**src/hw/pwm16_pkg.sv**
```systemverilog
// Shared constants, field layouts and types of the 16-bit PWM waveform generator
package pwm16_pkg;

  // ************************************************************
  // Register map (byte addresses on APB)
  // ************************************************************
  localparam int          ADDR_W     = 8;
  localparam logic [7:0]  OFF_CTRL   = 8'h00;
  localparam logic [7:0]  OFF_COUNT  = 8'h04;
  localparam logic [7:0]  OFF_CMP_A  = 8'h08;
  localparam logic [7:0]  OFF_CMP_B  = 8'h0c;
  localparam logic [7:0]  OFF_CAPT   = 8'h10;
  localparam logic [7:0]  OFF_FLAGS  = 8'h14;
  localparam logic [7:0]  OFF_STATUS = 8'h18;

  // ************************************************************
  // Field layouts and reset values
  // ************************************************************
  typedef struct packed {
    logic       pin_direction_bit_b;
    logic       pin_direction_bit_a;
    logic [2:0] clock_select;
    logic [1:0] output_action_select_b;
    logic [1:0] output_action_select_a;
    logic [3:0] waveform_mode_select;
  } ctrl_s;
  localparam int          CTRL_W     = 13;
  localparam logic [12:0] CTRL_RST   = 13'h0000;
  localparam logic [15:0] CNT_RST    = 16'h0000;
  localparam logic [15:0] CMP_RST    = 16'h0000;
  localparam logic [15:0] CAPT_RST   = 16'h0000;
  localparam int          FLG_W      = 4;
  localparam logic [3:0]  FLG_RST    = 4'h0;
  localparam int          FLG_OVF    = 0;
  localparam int          FLG_MATCH_A = 1;
  localparam int          FLG_MATCH_B = 2;
  localparam int          FLG_CAPT   = 3;
  localparam int          ST_DOWN    = 0;
  localparam int          ST_WAVE_A  = 1;
  localparam int          ST_WAVE_B  = 2;

  // ************************************************************
  // Modes, actions, TOP values and prescaler
  // ************************************************************
  localparam logic [3:0]  MODE_PC8      = 4'h1;
  localparam logic [3:0]  MODE_PC9      = 4'h2;
  localparam logic [3:0]  MODE_PC10     = 4'h3;
  localparam logic [3:0]  MODE_FP8      = 4'h5;
  localparam logic [3:0]  MODE_FP9      = 4'h6;
  localparam logic [3:0]  MODE_FP10     = 4'h7;
  localparam logic [3:0]  MODE_PC_CAPT  = 4'ha;
  localparam logic [3:0]  MODE_PC_CMP_A = 4'hb;
  localparam logic [3:0]  MODE_FP_CAPT  = 4'he;
  localparam logic [3:0]  MODE_FP_CMP_A = 4'hf;
  localparam logic [1:0]  ACT_OFF       = 2'h0;
  localparam logic [1:0]  ACT_TOGGLE    = 2'h1;
  localparam logic [1:0]  ACT_NONINV    = 2'h2;
  localparam logic [1:0]  ACT_INV       = 2'h3;
  localparam logic [15:0] TOP_8BIT      = 16'h00ff;
  localparam logic [15:0] TOP_9BIT      = 16'h01ff;
  localparam logic [15:0] TOP_10BIT     = 16'h03ff;
  localparam logic [15:0] BOTTOM        = 16'h0000;
  localparam int          PS_W          = 10;
  localparam logic [2:0]  CS_DIV1       = 3'h1;
  localparam logic [2:0]  CS_DIV8       = 3'h2;
  localparam logic [2:0]  CS_DIV64      = 3'h3;
  localparam logic [2:0]  CS_DIV256     = 3'h4;
  localparam logic [2:0]  CS_DIV1024    = 3'h5;
  localparam logic [9:0]  PS_MASK_8     = 10'h007;
  localparam logic [9:0]  PS_MASK_64    = 10'h03f;
  localparam logic [9:0]  PS_MASK_256   = 10'h0ff;
  localparam logic [9:0]  PS_MASK_1024  = 10'h3ff;

  typedef enum logic {DIR_UP = 1'b0, DIR_DOWN = 1'b1} dir_e;

endpackage

```
**src/hw/timer16_pwm.sv**
```systemverilog
// 16-bit timer waveform generator: fast PWM and phase correct PWM behind an APB slave
`timescale 1ns/100ps
`default_nettype none

module timer16_pwm (
  input  wire logic                       clk,
  input  wire logic                       srst,
  input  wire logic [pwm16_pkg::ADDR_W-1:0] paddr,
  input  wire logic                       psel,
  input  wire logic                       penable,
  input  wire logic                       pwrite,
  input  wire logic [31:0]                pwdata,
  output logic      [31:0]                prdata,
  output logic                            pready,
  output logic                            pslverr,
  output logic                            pin_a_o,
  output logic                            pin_a_oe,
  output logic                            pin_b_o,
  output logic                            pin_b_oe
);
  import pwm16_pkg::*;

  // ************************************************************
  // State
  // ************************************************************
  ctrl_s             ctrl_ff;
  logic [15:0]       cnt_ff;
  logic [15:0]       buf_a_ff;
  logic [15:0]       buf_b_ff;
  logic [15:0]       act_a_ff;
  logic [15:0]       act_b_ff;
  logic [15:0]       capt_ff;
  logic [FLG_W-1:0]  flags_ff;
  dir_e              dir_ff;
  logic              wave_a_ff;
  logic              wave_b_ff;
  logic [PS_W-1:0]   presc_ff;
  logic [31:0]       prdata_ff;
  logic              pready_ff;
  logic              pslverr_ff;
  logic              pin_a_o_ff;
  logic              pin_a_oe_ff;
  logic              pin_b_o_ff;
  logic              pin_b_oe_ff;

  logic [15:0]       nxt_cnt;
  dir_e              nxt_dir;
  logic              nxt_wave_a;
  logic              nxt_wave_b;

  // ************************************************************
  // APB decode
  // ************************************************************
  wire        setup      = psel & ~penable;
  wire        wr_en      = psel & penable & pready_ff & pwrite;
  wire        hit_ctrl   = (paddr == OFF_CTRL);
  wire        hit_count  = (paddr == OFF_COUNT);
  wire        hit_cmp_a  = (paddr == OFF_CMP_A);
  wire        hit_cmp_b  = (paddr == OFF_CMP_B);
  wire        hit_capt   = (paddr == OFF_CAPT);
  wire        hit_flags  = (paddr == OFF_FLAGS);
  wire        hit_status = (paddr == OFF_STATUS);
  wire        mapped     = hit_ctrl | hit_count | hit_cmp_a | hit_cmp_b
                         | hit_capt | hit_flags | hit_status;
  wire        cnt_wr     = wr_en & hit_count;
  wire        cmp_a_wr   = wr_en & hit_cmp_a;
  wire        cmp_b_wr   = wr_en & hit_cmp_b;
  wire [31:0] status_w   = {29'h0000000, wave_b_ff, wave_a_ff, dir_ff == DIR_DOWN};
  // Read mux; unmapped addresses read zero and flag an error
  wire [31:0] rd_data    = hit_ctrl   ? {19'h00000, ctrl_ff}
                         : hit_count  ? {16'h0000, cnt_ff}
                         : hit_cmp_a  ? {16'h0000, buf_a_ff}
                         : hit_cmp_b  ? {16'h0000, buf_b_ff}
                         : hit_capt   ? {16'h0000, capt_ff}
                         : hit_flags  ? {28'h0000000, flags_ff}
                         : hit_status ? status_w
                         : 32'h00000000;

  // ************************************************************
  // Mode and TOP selection
  // ************************************************************
  wire [3:0]  mode      = ctrl_ff.waveform_mode_select;
  wire        fix8      = (mode == MODE_PC8)  | (mode == MODE_FP8);
  wire        fix9      = (mode == MODE_PC9)  | (mode == MODE_FP9);
  wire        fix10     = (mode == MODE_PC10) | (mode == MODE_FP10);
  wire        top_capt  = (mode == MODE_PC_CAPT)  | (mode == MODE_FP_CAPT);
  wire        top_cmp_a = (mode == MODE_PC_CMP_A) | (mode == MODE_FP_CMP_A);
  wire        fast      = (mode == MODE_FP8) | (mode == MODE_FP9) | (mode == MODE_FP10)
                        | (mode == MODE_FP_CAPT) | (mode == MODE_FP_CMP_A);
  wire        pc        = (mode == MODE_PC8) | (mode == MODE_PC9) | (mode == MODE_PC10)
                        | (mode == MODE_PC_CAPT) | (mode == MODE_PC_CMP_A);
  wire        pwm       = fast | pc;
  // TOP source per mode
  wire [15:0] top_val   = fix8 ? TOP_8BIT : fix9 ? TOP_9BIT : fix10 ? TOP_10BIT
                        : top_capt ? capt_ff : top_cmp_a ? act_a_ff : 16'hffff;
  // Fixed TOP masks unused compare bits on write
  wire [15:0] wr_mask   = (fix8 | fix9 | fix10) ? top_val : 16'hffff;
  wire [15:0] wr_cmp    = pwdata[15:0] & wr_mask;

  // ************************************************************
  // Prescaler: timer tick as a clock enable
  // ************************************************************
  // Free-running divider; a tick is the cycle its low bits are all ones
  wire [2:0]  cs        = ctrl_ff.clock_select;
  wire        tick      = (cs == CS_DIV1)
                        | ((cs == CS_DIV8)    & ((presc_ff & PS_MASK_8)    == PS_MASK_8))
                        | ((cs == CS_DIV64)   & ((presc_ff & PS_MASK_64)   == PS_MASK_64))
                        | ((cs == CS_DIV256)  & ((presc_ff & PS_MASK_256)  == PS_MASK_256))
                        | ((cs == CS_DIV1024) & ((presc_ff & PS_MASK_1024) == PS_MASK_1024));

  // ************************************************************
  // Counter events
  // ************************************************************
  wire        at_top    = (cnt_ff == top_val);
  wire        at_bottom = (cnt_ff == BOTTOM);
  wire        match_a   = (cnt_ff == act_a_ff);
  wire        match_b   = (cnt_ff == act_b_ff);
  wire        going_up  = (dir_ff == DIR_UP);
  // BOTTOM turnaround counts as rising, TOP turnaround as falling
  wire        rising    = (going_up & ~at_top) | (~going_up & at_bottom);
  wire        top_evt   = tick & at_top & (fast | (pc & going_up));
  wire        ovf_set   = tick & ((fast & at_top) | (pc & ~going_up & at_bottom));
  wire [3:0]  flag_set;
  wire [3:0]  flag_clr  = (wr_en & hit_flags) ? pwdata[3:0] : 4'h0;
  wire        toggle_ok = top_cmp_a;

  assign flag_set[FLG_OVF]     = ovf_set;
  assign flag_set[FLG_MATCH_A] = tick & pwm & match_a;
  assign flag_set[FLG_MATCH_B] = tick & pwm & match_b;
  assign flag_set[FLG_CAPT]    = top_evt & top_capt;

  // Next output level for one channel on a timer tick
  function automatic logic wave_next(input logic cur, input logic [1:0] act,
                                     input logic tgl_ok, input logic match);
    logic res;
    res = cur;
    if (act == ACT_TOGGLE) begin
      res = (tgl_ok & match) ? ~cur : cur;
    end else if (act != ACT_OFF) begin
      if (fast) begin
        // Wrap wins over a match at TOP, so a TOP compare stays constant
        res = at_top ? (act == ACT_NONINV) : match ? (act == ACT_INV) : cur;
      end else if (match) begin
        res = rising ? (act == ACT_INV) : (act == ACT_NONINV);
      end
    end
    return res;
  endfunction

  // Counter and direction next state
  always_comb begin
    nxt_cnt    = cnt_ff;
    nxt_dir    = pc ? dir_ff : DIR_UP;
    nxt_wave_a = wave_a_ff;
    nxt_wave_b = wave_b_ff;
    if (tick & pwm) begin
      nxt_wave_a = wave_next(wave_a_ff, ctrl_ff.output_action_select_a, toggle_ok, match_a);
      nxt_wave_b = wave_next(wave_b_ff, ctrl_ff.output_action_select_b, 1'b0, match_b);
      if (fast) begin
        nxt_cnt = at_top ? BOTTOM : cnt_ff + 16'h0001;
      end else if (going_up) begin
        nxt_cnt = at_top ? cnt_ff - 16'h0001 : cnt_ff + 16'h0001;
        nxt_dir = at_top ? DIR_DOWN : DIR_UP;
      end else begin
        nxt_cnt = at_bottom ? cnt_ff + 16'h0001 : cnt_ff - 16'h0001;
        nxt_dir = at_bottom ? DIR_UP : DIR_DOWN;
      end
    end
    // Software write to the counter beats the tick
    if (cnt_wr) begin
      nxt_cnt = pwdata[15:0];
    end
  end

  // ************************************************************
  // Registers
  // ************************************************************
  // Software-facing configuration and counter
  always_ff @(posedge clk) begin
    if (srst) begin
      ctrl_ff  <= CTRL_RST;
      capt_ff  <= CAPT_RST;
      cnt_ff   <= CNT_RST;
      dir_ff   <= DIR_UP;
      presc_ff <= '0;
      flags_ff <= FLG_RST;
    end else begin
      if (wr_en & hit_ctrl) ctrl_ff <= pwdata[CTRL_W-1:0];
      if (wr_en & hit_capt) capt_ff <= pwdata[15:0];
      cnt_ff   <= nxt_cnt;
      dir_ff   <= nxt_dir;
      presc_ff <= presc_ff + 10'h001;
      flags_ff <= (flags_ff & ~flag_clr) | flag_set;   // Set wins over a clear
    end
  end

  // Double-buffered compares; outside PWM the buffer writes through
  always_ff @(posedge clk) begin
    if (srst) begin
      buf_a_ff <= CMP_RST;
      buf_b_ff <= CMP_RST;
      act_a_ff <= CMP_RST;
      act_b_ff <= CMP_RST;
    end else begin
      if (cmp_a_wr) buf_a_ff <= wr_cmp;
      if (cmp_b_wr) buf_b_ff <= wr_cmp;
      if (top_evt | ~pwm) begin
        act_a_ff <= buf_a_ff;
        act_b_ff <= buf_b_ff;
      end
    end
  end

  // Waveforms, pin drivers and APB answer; pins driven when direction bit set and action not off
  always_ff @(posedge clk) begin
    if (srst) begin
      wave_a_ff   <= 1'b0;
      wave_b_ff   <= 1'b0;
      pin_a_o_ff  <= 1'b0;
      pin_a_oe_ff <= 1'b0;
      pin_b_o_ff  <= 1'b0;
      pin_b_oe_ff <= 1'b0;
      prdata_ff   <= 32'h00000000;
      pready_ff   <= 1'b0;
      pslverr_ff  <= 1'b0;
    end else begin
      wave_a_ff   <= nxt_wave_a;
      wave_b_ff   <= nxt_wave_b;
      pin_a_o_ff  <= wave_a_ff;
      pin_a_oe_ff <= ctrl_ff.pin_direction_bit_a & (ctrl_ff.output_action_select_a != ACT_OFF);
      pin_b_o_ff  <= wave_b_ff;
      pin_b_oe_ff <= ctrl_ff.pin_direction_bit_b & (ctrl_ff.output_action_select_b != ACT_OFF);
      prdata_ff   <= setup ? rd_data : prdata_ff;   // Snapshot taken in the setup cycle
      pready_ff   <= setup;
      pslverr_ff  <= setup & ~mapped;
    end
  end

  assign prdata   = prdata_ff;
  assign pready   = pready_ff;
  assign pslverr  = pslverr_ff;
  assign pin_a_o  = pin_a_o_ff;
  assign pin_a_oe = pin_a_oe_ff;
  assign pin_b_o  = pin_b_o_ff;
  assign pin_b_oe = pin_b_oe_ff;

  // ************************************************************
  // Assertions
  // ************************************************************
  property p_hold_no_tick;
    @(posedge clk) disable iff (srst) (!tick && !cnt_wr) |=> $stable(cnt_ff);
  endproperty
  a_hold_no_tick: assert property (p_hold_no_tick) else $error("counter moved without tick");

  property p_fast_load;
    @(posedge clk) disable iff (srst) (fast && tick && at_top) |=> (act_a_ff == $past(buf_a_ff));
  endproperty
  a_fast_load: assert property (p_fast_load) else $error("compare A not loaded at TOP");

  property p_fast_wrap;
    @(posedge clk) disable iff (srst)
      (fast && tick && at_top && !cnt_wr) |=> (cnt_ff == BOTTOM) && flags_ff[FLG_OVF];
  endproperty
  a_fast_wrap: assert property (p_fast_wrap) else $error("no wrap or overflow at TOP");

  property p_pc_turn;
    @(posedge clk) disable iff (srst)
      (pc && tick && going_up && at_top && !cnt_wr)
        |=> (dir_ff == DIR_DOWN) && (cnt_ff == $past(cnt_ff) - 16'h0001);
  endproperty
  a_pc_turn: assert property (p_pc_turn) else $error("bad turnaround at TOP");

  property p_pc_ovf;
    @(posedge clk) disable iff (srst)
      (pc && tick && !going_up && at_bottom) |=> flags_ff[FLG_OVF] && (dir_ff == DIR_UP);
  endproperty
  a_pc_ovf: assert property (p_pc_ovf) else $error("overflow missing at BOTTOM");

  property p_match_flag;
    @(posedge clk) disable iff (srst) (pwm && tick && match_a) |=> flags_ff[FLG_MATCH_A];
  endproperty
  a_match_flag: assert property (p_match_flag) else $error("match flag A not set");

  property p_pin_off;
    @(posedge clk) disable iff (srst) !ctrl_ff.pin_direction_bit_a |=> !pin_a_oe;
  endproperty
  a_pin_off: assert property (p_pin_off) else $error("pin A driven while input");

  property p_pc_clear_up;
    @(posedge clk) disable iff (srst)
      (pc && tick && match_a && rising && ctrl_ff.output_action_select_a == ACT_NONINV)
        |=> ##1 !pin_a_o;
  endproperty
  a_pc_clear_up: assert property (p_pc_clear_up) else $error("up match did not clear A");

  property p_fast_inv_wrap;
    @(posedge clk) disable iff (srst)
      (fast && tick && at_top && ctrl_ff.output_action_select_a == ACT_INV) |=> !wave_a_ff;
  endproperty
  a_fast_inv_wrap: assert property (p_fast_inv_wrap) else $error("inverted wrap level");

  property p_mask;
    @(posedge clk) disable iff (srst) (cmp_a_wr && fix8) |=> (buf_a_ff[15:8] == 8'h00);
  endproperty
  a_mask: assert property (p_mask) else $error("compare bits above TOP kept");

  property p_fast_set_wrap;
    @(posedge clk) disable iff (srst)
      (fast && tick && at_top && ctrl_ff.output_action_select_a == ACT_NONINV) |=> wave_a_ff;
  endproperty
  a_fast_set_wrap: assert property (p_fast_set_wrap) else $error("wrap did not set A");

  // A match on the falling slope, TOP included, sets a non-inverted output
  property p_pc_set_down;
    @(posedge clk) disable iff (srst)
      (pc && tick && match_a && !rising && ctrl_ff.output_action_select_a == ACT_NONINV)
        |=> wave_a_ff;
  endproperty
  a_pc_set_down: assert property (p_pc_set_down) else $error("no set on down match");

  property p_toggle;
    @(posedge clk) disable iff (srst)
      (top_cmp_a && tick && match_a && ctrl_ff.output_action_select_a == ACT_TOGGLE)
        |=> (wave_a_ff != $past(wave_a_ff));
  endproperty
  a_toggle: assert property (p_toggle) else $error("output A did not toggle");

  property p_pc_load;
    @(posedge clk) disable iff (srst)
      (pc && tick && going_up && at_top) |=> (act_a_ff == $past(buf_a_ff));
  endproperty
  a_pc_load: assert property (p_pc_load) else $error("compare A not loaded at TOP");

  property p_capt_flag;
    @(posedge clk) disable iff (srst)
      (top_capt && tick && at_top && (fast || going_up)) |=> flags_ff[FLG_CAPT];
  endproperty
  a_capt_flag: assert property (p_capt_flag) else $error("capture flag not set at TOP");

  // Checked against the fixed constant, not the selected TOP, so a bad select shows
  property p_fixed_top;
    @(posedge clk) disable iff (srst)
      (pc && fix10 && tick && going_up && (cnt_ff == TOP_10BIT) && !cnt_wr)
        |=> (dir_ff == DIR_DOWN) && (cnt_ff == TOP_10BIT - 16'h0001);
  endproperty
  a_fixed_top: assert property (p_fixed_top) else $error("no turn at fixed TOP");

  property p_idle;
    @(posedge clk) disable iff (srst) (!pwm && !cnt_wr) |=> $stable(cnt_ff);
  endproperty
  a_idle: assert property (p_idle) else $error("counter moved outside PWM modes");

endmodule

`default_nettype wire

```
**config.mk**
```make
export PLATFORM = sky130hd
export DESIGN_NAME = timer16_pwm
export DESIGN_NICKNAME = d
export VERILOG_FILES = /design/src/hw/pwm16_pkg.sv /design/src/hw/timer16_pwm.sv
export SDC_FILE = /design/constraint.sdc
export NUM_CORES = 1
export LEC_CHECK = 0
export BUFFER_PORTS_ARGS = -buffer_cell sky130_fd_sc_hd__buf_2
export CAP_MARGIN = 5
export CORE_MARGIN = 5
export CORE_UTILIZATION = 55
export CTS_CLUSTER_DIAMETER = 50
export DETAILED_ROUTE_END_ITERATION = 8
export PLACE_DENSITY = 0.75
export SLEW_MARGIN = 20
export SYNTH_ARGS = -nofsm -noshare
export SYNTH_HDL_FRONTEND = slang
export SYNTH_SLANG_ARGS = --single-unit
```
**constraint.sdc**
```tcl
create_clock -name clk -period 4.8 [get_ports clk]
set_input_delay 0.48 -clock clk [delete_from_list [all_inputs] [get_ports clk]]
set_output_delay 0.48 -clock clk [all_outputs]
set_load 0.05 [all_outputs]
```
; Word level (Yosys, flattened, before mapping)
; Cells that the tools add are included.
[totals]
output_inout_bits = 38
inputBits = 45
word_cells = 186
regBits = 164
[classes]
reduce_logical = 12
eq_ne = 35
bitwise = 72
n_addsub = 3
muxes = 40
[op_table]
columns = operator, n
row1 = 2-to-1 mux 16 bit, 18
row2 = == test 16 bit, 3
row3 = AND 1 bit, 31
row4 = OR 1 bit, 30
row5 = "== test 8 x 5 -> 1 bit, second input constant", 3
row6 = 2-to-1 mux 1 bit, 19
row7 = "adder 16 x 1 -> 16 bit, second input constant", 1
row8 = AND 16 bit, 1
row9 = "== test 4 bit, second input constant", 4
row10 = "== test 8 x 4 -> 1 bit, second input constant", 2
row11 = zero test 16 bit, 1
row12 = "subtractor 16 x 1 -> 16 bit, second input constant", 1
row13 = "== test 4 x 3 -> 1 bit, second input constant", 3
row14 = nonzero test 2 bit, 6
row15 = "adder 10 x 1 -> 10 bit, second input constant", 1
row16 = "== test 10 bit, second input constant", 1
row17 = AND reduction 5 bit, 2
row18 = "== test 3 bit, second input constant", 3
row19 = "== test 2 bit, second input constant", 4
row20 = "== test 4 x 2 -> 1 bit, second input constant", 2
row21 = "== test 8 x 3 -> 1 bit, second input constant", 1
row22 = "== test 8 bit, second input constant", 1
row23 = zero test 8 bit, 1
row24 = 2-to-1 mux 4 bit, 2
row25 = 12 further kinds, 21

; Logic depth before layout (Yosys ltp)
; Gate-level depths: netlist of the first run.
[depth]
ltp_word = 16
depth_mapped = 11
depth_no_buf = 10

; Least setup slack after synthesis of the first run
; No wires, ideal clock.
[synth_path]
path_type = register to register
start = register ctrl_ff (netlist bit mode[1])
end = register cnt_ff[5]
path_stages_with_launch = 10
required_ns = 4.683
period_less_slack_ns = 2.579
arrival_ns = 2.462
path_slack_ns = 2.221
path_cell_list = dfxtp_1 buf_4 a21boi_1 o22ai_1 xor2_1 or4_4 nor3_4 mux2_2 a221o_1 a32o_1
[synth_via]
elab_chain_len = 13
[synth_lines]
columns = item, line
row1 = from (decl), timer16_pwm.sv:26  ; ctrl_s ctrl_ff;
row2 = from (signal assigned), timer16_pwm.sv:188  ; if (wr_en & hit_ctrl) ctrl_ff <= pwdata[CTRL_W-1:0];
row3 = == test 4 bit (on tied branches), "timer16_pwm.sv:87, timer16_pwm.sv:91, timer16_pwm.sv:89"
row4 = OR 1 bit, timer16_pwm.sv:87  ; wire top_cmp_a = (mode == MODE_PC_CMP_A) | (mode == MODE_FP_CMP_A);
row5 = 2-to-1 mux 16 bit (2 in series), timer16_pwm.sv:95  ; : top_capt ? capt_ff : top_cmp_a ? act_a_ff : 16'hffff;
row6 = 2-to-1 mux 16 bit (3 in series), timer16_pwm.sv:94  ; wire [15:0] top_val = fix8 ? TOP_8BIT : fix9 ? TOP_9BIT : fix10 ? TOP_10BIT
row7 = == test 16 bit, timer16_pwm.sv:114  ; wire at_top = (cnt_ff == top_val);
row8 = 2-to-1 mux 16 bit, timer16_pwm.sv:162  ; nxt_cnt = at_top ? cnt_ff - 16'h0001 : cnt_ff + 16'h0001;
row9 = 2-to-1 mux 16 bit, timer16_pwm.sv:161  ; end else if (going_up) begin
row10 = 2-to-1 mux 16 bit, timer16_pwm.sv:159  ; if (fast) begin
row11 = 2-to-1 mux 16 bit, timer16_pwm.sv:156  ; if (tick & pwm) begin
row12 = 2-to-1 mux 16 bit, timer16_pwm.sv:170  ; if (cnt_wr) begin
row13 = to (signal assigned), timer16_pwm.sv:190  ; cnt_ff <= nxt_cnt;
row14 = to (decl), timer16_pwm.sv:27  ; logic [15:0] cnt_ff;
; Several ways; a longest one is shown, not always the timed one. The select of a mux whose other input is x is not followed.
; A chain may end at the register's enable or synchronous reset.

; Final worst setup path of the first run
[layout_path]
start = register ctrl_ff (netlist bit mode[3])
end = register act_b_ff[14]
[layout_via]
elab_chain_len = 11
[layout_lines]
columns = item, line
row1 = == test 4 bit (on tied branches), "timer16_pwm.sv:87, timer16_pwm.sv:91, timer16_pwm.sv:89"
row2 = OR 1 bit, timer16_pwm.sv:87
row3 = 2-to-1 mux 16 bit (2 in series), timer16_pwm.sv:95
row4 = 2-to-1 mux 16 bit (3 in series), timer16_pwm.sv:94
row5 = == test 16 bit, timer16_pwm.sv:114
row6 = AND 1 bit (2 in series), timer16_pwm.sv:121  ; wire top_evt = tick & at_top & (fast | (pc & going_up));
row7 = OR 1 bit (*), timer16_pwm.sv:207  ; if (top_evt | ~pwm) begin
row8 = to (signal assigned), timer16_pwm.sv:209  ; act_b_ff <= buf_b_ff;
row9 = to (decl), timer16_pwm.sv:31  ; logic [15:0] act_b_ff;
; Every way passes the cells marked *; elsewhere a longest branch is shown, timed or not.

==> impl_metrics.toml, run 1 <==
[worst_setup_path]
cp-start-kind = "flip-flop"
r2r_cells = 9
crit_type = "reg2reg"
end_kind = "flip-flop"
cp.arrival_ns = 3.96
crit_required_ns = 5.08
crit_fanout = 32

[routing]
dr.pass1.iters = 6
routed_via_density = 6.26
ant_nets = 0
drt_iter0_drc = 897
wl_per_cell_um = 20.8
wl_mm = 27.2
drc_errors = 0
vias = 8204

[finish]
fin_nets = 1136
final_common_cell = "dfxtp_1"
utilization_pct = 61.5
area_growth_pct = 9.32
final_cell_mix = "dfxtp_1, nand2_1, nor2_1"
drive_gt1_share_pct = 12.6

[logic_synthesis]
synth_edf_count = 0
synth_ff_type = "dfxtp_1"
yosysSeqAreaShare_pct = 34.5
async_flop_share_pct = 0
yosysWarnings = 0
synth-seq-cells = 148
avgSynthCellArea_um2 = 7.86
synth_area_leaders = "dfxtp_1, a21oi_1, nand2_1, mux2i_1, nor2_1"
synth_top_area_cell = "dfxtp_1"
syn_area_um2 = 8590
synth_cells = 1092
synth_top_cell_area_share_pct = 34.5
yosysUniqueCellTypes = 77

[place]
place_congestion = 1.04
io_buffers = 50
dp_hpwl_mm = 18.7
place_ws_ns = 1.19

[sta]
clock_skew_ns = 0.00650
finalMaxSlewViolations = 0
worstMarginPinSlew_ns = 1.01
fmax_mhz = 272
holdWs_ns = 0.373
period_share_pct = 76.6
fin_ws_ns = 1.12
fin_crit_ns = 3.68
slew_headroom_pct = 32.3
final-setup-viol-count = 0
rsz0062_at_grt = "false"
setup_tns_ns = 0
hold_violations = 0

[clocking]
cts-hold-fix-buffers = 0
clock_latency_ns = 0.43
cts-root-buf = "clkbuf_16"
cts_buffer_depth = 2
cts.clk_slew.worst_paths_ns = 0.06
cts_buffers = 17
cts_setup_buffers = 0
cts_tree = "built"
cts-resized-gates = 0
cts_max_level = 4
cts_num_sinks = 148

[run]
cap_viol_max_count = 0

[floorplan]
die_area_um2 = 18200
die_x_um = 135
row_count = 45
io_pins = 83
initial_core_util_pct = 56.3
die_y_um = 135
coreArea_um2 = 15300

[power]
worst_ir_drop_vdd_uv = 264
leakagePower_nw = 3.60
p_per_area_nw_per_um2 = 306
p_total_mw = 2.88

[global_route]
antenna_found_initial = 0
grt_usage_pct = 29.5
grt_max_degree = 83
grt_pass1_vias = 7532
grt_first_pass_wirelength_mm = 42.0
gr-total-overflow = 0

[min_path]
holdPathStages = 3
hold_class = "in2reg"

[run_status]
status = "finished, final reports clean"
[synthesized netlist by cell type, drive strengths merged, types with 3 or more instances]
cell,n
dfxtp,148
nand2,142
nor2,131
a21oi,113
clkbuf,71
mux2i,50
nand3,47
buf,36
nor3,33
xnor2,31
xor2,28
a211oi,24
o21ai,21
and3,17
mux2,16
nor4,16
nand4,15
nor2b,14
a22oi,13
a21boi,12
inv,9
a221oi,7
a31oi,7
and2,7
o22ai,6
ha,5
o211ai,5
o221ai,5
o31ai,5
a311oi,4
and4,4
nand3b,4
nor3b,4
or3,4
or4,4
nand2b,3
nand4b,3
o311ai,3
or2,3
[path summary, 6_finish.rpt]
check | slack [ns] | start | end
max | 1.12 | mode[3]$_SDFFE_PP0P_ | act_b_ff[14]$_SDFFE_PP0P_
min | 0.37 | pwdata[13] | capt_ff[13]$_SDFFE_PP0P_
max reg2reg | 1.12 | mode[3]$_SDFFE_PP0P_ | act_b_ff[14]$_SDFFE_PP0P_
min reg2reg | 0.45 | prdata[15]$_SDFFE_PP0P_ | prdata[15]$_SDFFE_PP0P_
[power breakdown]
part	total, mW	internal [mW]	switching [mW]	leakage (nW)
Clock	1.42	0.855	0.565	0.304
Sequential	1.25	1.24	0.0131	1.20
Combinational	0.204	0.0474	0.156	2.10
Total	2.88	2.14	0.734	3.60
[per-stage QoR]
step                      cells  cell area [um^2]
final                      1311              9390
after global routing       1310              9390
after CTS                  1310              9390
after detailed placement   1278              8760
after global placement     1278              8760
after floorplan            1107              8640
[flip-flops by register name, indices dropped and copies added (netlist names)]
name       cells
capt_ff       16
cs             3
act_a_ff      16
buf_a_ff      16
dir_ff         1
buf_b_ff      16
pin_b_oe       1
mode           4
ctrl_ff        6
pin_a_oe       1
wave_a_ff      1
wave_b_ff      1
pin_a_o        1
act_b_ff      16
flags_ff       4
prdata        16
pin_b_o        1
presc_ff      10
pready         1
cnt_ff        16
pslverr        1
[per-layer routing]
metal / GRT usage (%) / wire [um] / up-vias
li1: - / - / 3821
met1: 38.2 / 11000 / 3820
met2: 47.1 / 12300 / 476
met3: 7.23 / 2780 / 87
met4: 12.2 / 1180 / 0
met5: 0 / 0 / -
[critical path, cell delays in order, from the launching register on]
cell     delay, ns
dfxtp_1       0.68
and2_1        0.65
a21oi_1       0.18
nor4_2        0.41
and4b_2       0.35
nand3_4       0.14
o32ai_4       0.24
buf_4         0.52
mux2i_1       0.26
nor2_1        0.05
[layout make-up]
| cell class | count | area (um^2) |
|---|---|---|
| fill | 1333 | 5870 |
| multi-input combinational | 843 | 5120 |
| sequential | 148 | 2960 |
| clock buffer | 19 | 453 |
| timing repair buffer | 67 | 380 |
| tap | 211 | 264 |
| clock inverter | 13 | 173 |
| inverter | 9 | 33.8 |
| antenna | 1 | 2.50 |
[logic make-up (layout without fill, tap and decap cells)]
kind of cell	Yosys count	after routing	synth area share, %
adders and majority gates	5	5	0.728
AOI/OAI and AO/OA	243	243	18.4
and+or+nand+nor	453	453	25.6
other	1	17	0.0437
DFF	148	148	34.5
muxes	67	67	8.19
xor gates and xnor gates	59	59	6.02
buffers and inverters	116	108	6.60
No activity file was read; power rests on OpenSTA's default activity.
==> run 2: changes to the inputs <==
--- a/config.mk
+++ b/config.mk
@@ -5,6 +5,7 @@
 export SDC_FILE = /design/constraint.sdc
 export NUM_CORES = 1
 export LEC_CHECK = 0
+export ABC_AREA = 1
 export BUFFER_PORTS_ARGS = -buffer_cell sky130_fd_sc_hd__buf_2
 export CAP_MARGIN = 5
 export CORE_MARGIN = 5
==> constraint.sdc (replaced) <==
create_clock -name clk -period 3.6 [get_ports clk]
set_input_delay 0.36 -clock clk [delete_from_list [all_inputs] [get_ports clk]]
set_output_delay 0.36 -clock clk [all_outputs]
set_load 0.05 [all_outputs]
==> run 2 against run 1 <==
Register-to-register slack got worse by 0.59 ns. Utilization grew 0.43 points. Non-clock buffer count rose by 7. Critical path depth rose by 3. Design area shrank 0.41%. First-iteration DRC count rose by 52%. Global-route usage grew 2.6 points. Via count grew 5.6%. Total power up 33%. Maximum frequency increased by 20%.
==> impl_metrics.toml, run 2 <==
[floorplan]
die_area_um2 = 17800
row_count = 45
die_y_um = 134
initial_core_util_pct = 55.6
io_pins = 83
die_x_um = 134
coreArea_um2 = 15100

[sta]
clock_skew_ns = 0.0107
final-setup-viol-count = 0
fin_ws_ns = 0.535
rsz0062_at_grt = "false"
hold_violations = 0
fin_crit_ns = 3.06
worstMarginPinSlew_ns = 0.895
setup_tns_ns = 0
finalMaxSlewViolations = 0
period_share_pct = 85.1
fmax_mhz = 326
slew_headroom_pct = 39.8

[logic_synthesis]
async_flop_share_pct = 0
yosysUniqueCellTypes = 44
syn_area_um2 = 8400
synth_ff_type = "dfxtp_1"
synth_top_area_cell = "dfxtp_1"
avgSynthCellArea_um2 = 6.70
synth-seq-cells = 148
synth_area_leaders = "dfxtp_1, nand2_1, a21oi_1, inv_1, o21ai_0"
post-synth-top-count-cell = "nand2_1"
synth_edf_count = 0
yosysWarnings = 0
synthTopCellsByCount = "nand2_1, inv_1, dfxtp_1"
synth_top_cell_area_share_pct = 35.3
yosysSeqAreaShare_pct = 35.3
synth_cells = 1253

[worst_setup_path]
crit_required_ns = 3.91
crit_type = "reg2reg"
crit_fanout = 28
cp.arrival_ns = 3.38
cp-start-kind = "flip-flop"
end_kind = "flip-flop"

[place]
place_congestion = 1.03
io_buffers = 50
dp_hpwl_mm = 20.9
placed_cell_area_um2 = 8690
place_ws_ns = 0.667
placed_cells = 1447

[routing]
routed_via_density = 5.86
wl_mm = 28.6
vias = 8661
ant_nets = 0
wl_per_cell_um = 19.4
drt_iter0_drc = 1361
drc_errors = 0
dr.pass1.iters = 6

[power]
leakagePower_nw = 3.98
p_per_area_nw_per_um2 = 409
worst_ir_drop_vdd_uv = 452
p_total_mw = 3.83

[clocking]
cts-resized-gates = 0
cts_num_sinks = 148
clock_latency_ns = 0.44
cts_tree = "built"
cts-root-buf = "clkbuf_16"
cts_buffers = 17
cts-hold-fix-buffers = 0
cts.clk_slew.worst_paths_ns = 0.07
cts_max_level = 4
cts_setup_buffers = 0
cts_buffer_depth = 2

[run_status]
status = "finished, final reports clean"

[finish]
area_growth_pct = 11.4
drive_gt1_share_pct = 10.8
final_cells = 1479
fin_nets = 1328
final_common_cell = "nand2_1"
final_cell_mix = "nand2_1, inv_1, dfxtp_1"
diodes = 0
fillers = 1406
fin_area_um2 = 9350

[global_route]
grt_max_degree = 87
grt_usage_pct = 32.1
grt_pass1_vias = 7931
gr-total-overflow = 0
antenna_found_initial = 0
grt_first_pass_wirelength_mm = 44.3

[run]
cap_viol_max_count = 0

[min_path]
hold_class = "in2reg"
==> run 2: metrics by stage <==
step | hold WS [ns] | utilization [%]
2_1_floorplan | 0.418 | -
3_3_place_gp | 0.435 | 57.6
3_5_place_dp | 0.440 | 57.6
4_1_cts | 0.226 | 62.0
5_1_grt | 0.232 | 62.0
6_report | 0.236 | 62.0
==> run 2: logic make-up (layout without fill, tap and decap cells) <==
| family | count (synthesis) | count (layout) | synth area share, % |
|---|---|---|---|
| AOI/OAI and AO/OA | 329 | 329 | 21.7 |
| xor gates and xnor gates | 48 | 48 | 5.01 |
| adders and majority gates | 5 | 5 | 0.745 |
| buffers and inverters | 242 | 265 | 12.4 |
| DFF | 148 | 148 | 35.3 |
| other | 1 | 16 | 0.0447 |
| and+or+nand+nor | 480 | 480 | 24.8 |
==> run 2: metal layers <==
layer  GRT usage, %  wire length, um
met1           43.1            11800
met2           47.8            12200
met3           8.38             3230
met5           4.17               97
met4           15.0             1340
==> run 2: final timing paths <==
kind                                from                        to  slack [ns]  cells after the start
setup / recovery  presc_ff[0]$_SDFF_PP0_  act_a_ff[7]$_SDFFE_PP0P_        0.54                     12
hold / removal                 pwdata[8]  buf_a_ff[8]$_SDFFE_PP0P_        0.24                      3
setup reg to reg  presc_ff[0]$_SDFF_PP0_  act_a_ff[7]$_SDFFE_PP0P_        0.54                     12
hold reg to reg   presc_ff[0]$_SDFF_PP0_    presc_ff[0]$_SDFF_PP0_        0.45                      1
==> run 2: worst max-delay path: stages, from the launching register on <==
cell,delay (ns)
dfxtp_1,0.35
ha_1,0.17
nand3_1,0.11
nor2_1,0.24
nand3_1,0.18
o21ai_0,0.48
nand3_1,0.37
nor2_1,0.26
nand2_2,0.09
nand2_4,0.21
inv_4,0.19
o21ai_0,0.21
a21oi_1,0.05
==> run 2: area by class of cell <==
cell class | count | area [um^2] | share of cell area [%]
Clock buffer | 17 | 425 | 4.55
Clock inverter | 15 | 235 | 2.52
Inverter | 159 | 599 | 6.41
Multi-Input combinational cell | 878 | 4450 | 47.6
Sequential cell | 148 | 2960 | 31.7
Tap cell | 188 | 235 | 2.52
Timing Repair Buffer | 74 | 443 | 4.74
==> run 2: power by group <==
part	switching (mW)	internal, mW	total [mW]
combinational	0.131	0.0332	0.165
clock	0.819	1.20	2.01
sequential	0.00345	1.64	1.65
==> run 3: changes to the inputs <==
--- a/config.mk
+++ b/config.mk
@@ -13,6 +13,7 @@
 export CTS_CLUSTER_DIAMETER = 50
 export DETAILED_ROUTE_END_ITERATION = 8
 export PLACE_DENSITY = 0.75
+export RECOVER_POWER = 50
 export SLEW_MARGIN = 20
 export SYNTH_ARGS = -nofsm -noshare
 export SYNTH_HDL_FRONTEND = slang
==> constraint.sdc (replaced) <==
create_clock -name clk -period 3.1 [get_ports clk]
set_input_delay 0.31 -clock clk [delete_from_list [all_inputs] [get_ports clk]]
set_output_delay 0.31 -clock clk [all_outputs]
set_load 0.02 [all_outputs]
==> run 3 against run 2 <==
Critical path depth rose by 2. Utilization fell by 0.41 points. Clock skew fell by 0.0029 ns. Clock-buffer cell count rose by 3. Non-clock buffer count rose by 7. Register-to-register slack got worse by 0.37 ns. Wire length rose by 0.44%. Total power rose by 7.6%. Sequential power rose by 16%. Flip-flop and latch count did not move. Worst hold slack got worse by 0.061 ns. Largest power group unchanged. Highest routed layer is now met4.
==> impl_metrics.toml, run 3 (same netlist as run 2, synthesis figures left out) <==
[run]
cap_viol_max_count = 0

[worst_setup_path]
crit_type = "reg2reg"
crit_required_ns = 3.40
end_kind = "flip-flop"
cp-start-kind = "flip-flop"
cp.arrival_ns = 3.24
crit_fanout = 6

[routing]
vias = 8758
drc_errors = 0
routed_via_density = 5.89
ant_nets = 0
dr.pass1.iters = 6
drt_iter0_drc = 1175
wl_mm = 28.8
wl_per_cell_um = 19.4

[finish]
fillers = 1446
diodes = 0
multiInputGateArea_um2 = 4450
utilization_pct = 61.6
drive_gt1_share_pct = 9.17
seq_area_um2 = 2960
final_common_cell = "nand2_1"
final_cell_mix = "nand2_1, inv_1, dfxtp_1"
fin_nets = 1335
area_growth_pct = 10.6

[clocking]
cts_buffer_depth = 2
cts_buffers = 17
cts-root-buf = "clkbuf_16"
cts_tree = "built"
cts_setup_buffers = 0
cts.clk_slew.worst_paths_ns = 0.06
cts_num_sinks = 148
clock_latency_ns = 0.44
cts_max_level = 4

[sta]
fmax_mhz = 340
final-setup-viol-count = 0
worstMarginPinSlew_ns = 1.40
clock_skew_ns = 0.00779
setup_tns_ns = 0
slew_headroom_pct = 6.92
period_share_pct = 94.8
holdWs_ns = 0.175
fin_crit_ns = 2.94
hold_violations = 0
finalMaxSlewViolations = 0
rsz0062_at_grt = "false"
fin_ws_ns = 0.162

[place]
dp_hpwl_mm = 20.8
place_ws_ns = 0.340
io_buffers = 50
place_congestion = 1.00

[global_route]
grt_first_pass_wirelength_mm = 43.9
grt_max_degree = 105
gr-total-overflow = 0
grt_usage_pct = 32.0
antenna_found_initial = 0
grt_pass1_vias = 7841

[floorplan]
die_area_um2 = 17800
die_y_um = 134
initial_core_util_pct = 55.6
die_x_um = 134
io_pins = 83
row_count = 45
coreArea_um2 = 15100

[min_path]
hold_class = "in2reg"

[power]
p_per_area_nw_per_um2 = 443
worst_ir_drop_vdd_uv = 384
leakagePower_nw = 3.86

[run_status]
status = "finished, final reports clean"
[run 3: cell types whose count changed in the layout (fill, tap and decap cells not counted), moves of 3 or more]
cell,change
clkbuf_1,+27
clkinv_4,+3
buf_2,-23
bufinv_16,-3
inv_6,-3
[run 3: path summary, 6_finish.rpt]
path                               start                        to  slack (ns)  cells past startpoint
setup / recovery    mode[0]$_SDFFE_PP0P_    cnt_ff[5]$_SDFFE_PP0P_        0.16                     14
hold / removal                 pwdata[8]  buf_a_ff[8]$_SDFFE_PP0P_        0.18                      3
setup reg to reg    mode[0]$_SDFFE_PP0P_    cnt_ff[5]$_SDFFE_PP0P_        0.16                     14
hold reg to reg   presc_ff[0]$_SDFF_PP0_    presc_ff[0]$_SDFF_PP0_        0.45                      1
[run 3: per-layer routing]
metal	track usage (%)	up-vias	wire [um]
li1	-	4172	-
met1	43.7	3981	11900
met2	46.8	517	12100
met3	7.74	88	3190
met4	16.6	0	1580
met5	0	-	0
[run 3: per-stage QoR]
stage               instance area [um^2]  instances  power (mW)
CTS                                 9330       1486        4.12
global placement                    8750       1454        2.11
global route                        9290       1486        4.23
detailed placement                  8750       1454        2.11
floorplan                           8450       1268        2.06
finish                              9290       1486        4.12
[run 3: critical path: stages, from the launching register on]
cell	delay (ns)
dfxtp_1	0.51
inv_2	0.15
nor2_1	0.36
nand2_1	0.14
nand3_1	0.13
nor2_1	0.05
nor2_1	0.11
nand3_1	0.11
nor2_2	0.27
nand3_1	0.33
nand2_1	0.27
inv_1	0.13
o21a_1	0.12
nand2_1	0.06
a21oi_1	0.05
[run 3: repair_timing]
action	CTS	global route
endpoints found under the setup margin	0	3
resized for setup	0	1
hold buffers	0	0
endpoints found under the hold margin	0	0
[run 3: where the power goes]
part | leakage, nW | internal [mW] | total (mW) | switching, mW
combinational | 2.39 | 0.0366 | 0.158 | 0.122
sequential | 1.19 | 1.91 | 1.91 | 0.00400
clock | 0.279 | 1.16 | 2.04 | 0.884
[run 3: final cells by class]
class	count	area share (%)
multi-input cells	878	47.9
clock buffers	20	4.92
flip-flops and latches	148	31.9
clock inverters	12	1.28
well taps	188	2.53
inverters	159	6.45
repair buffers	81	5.01
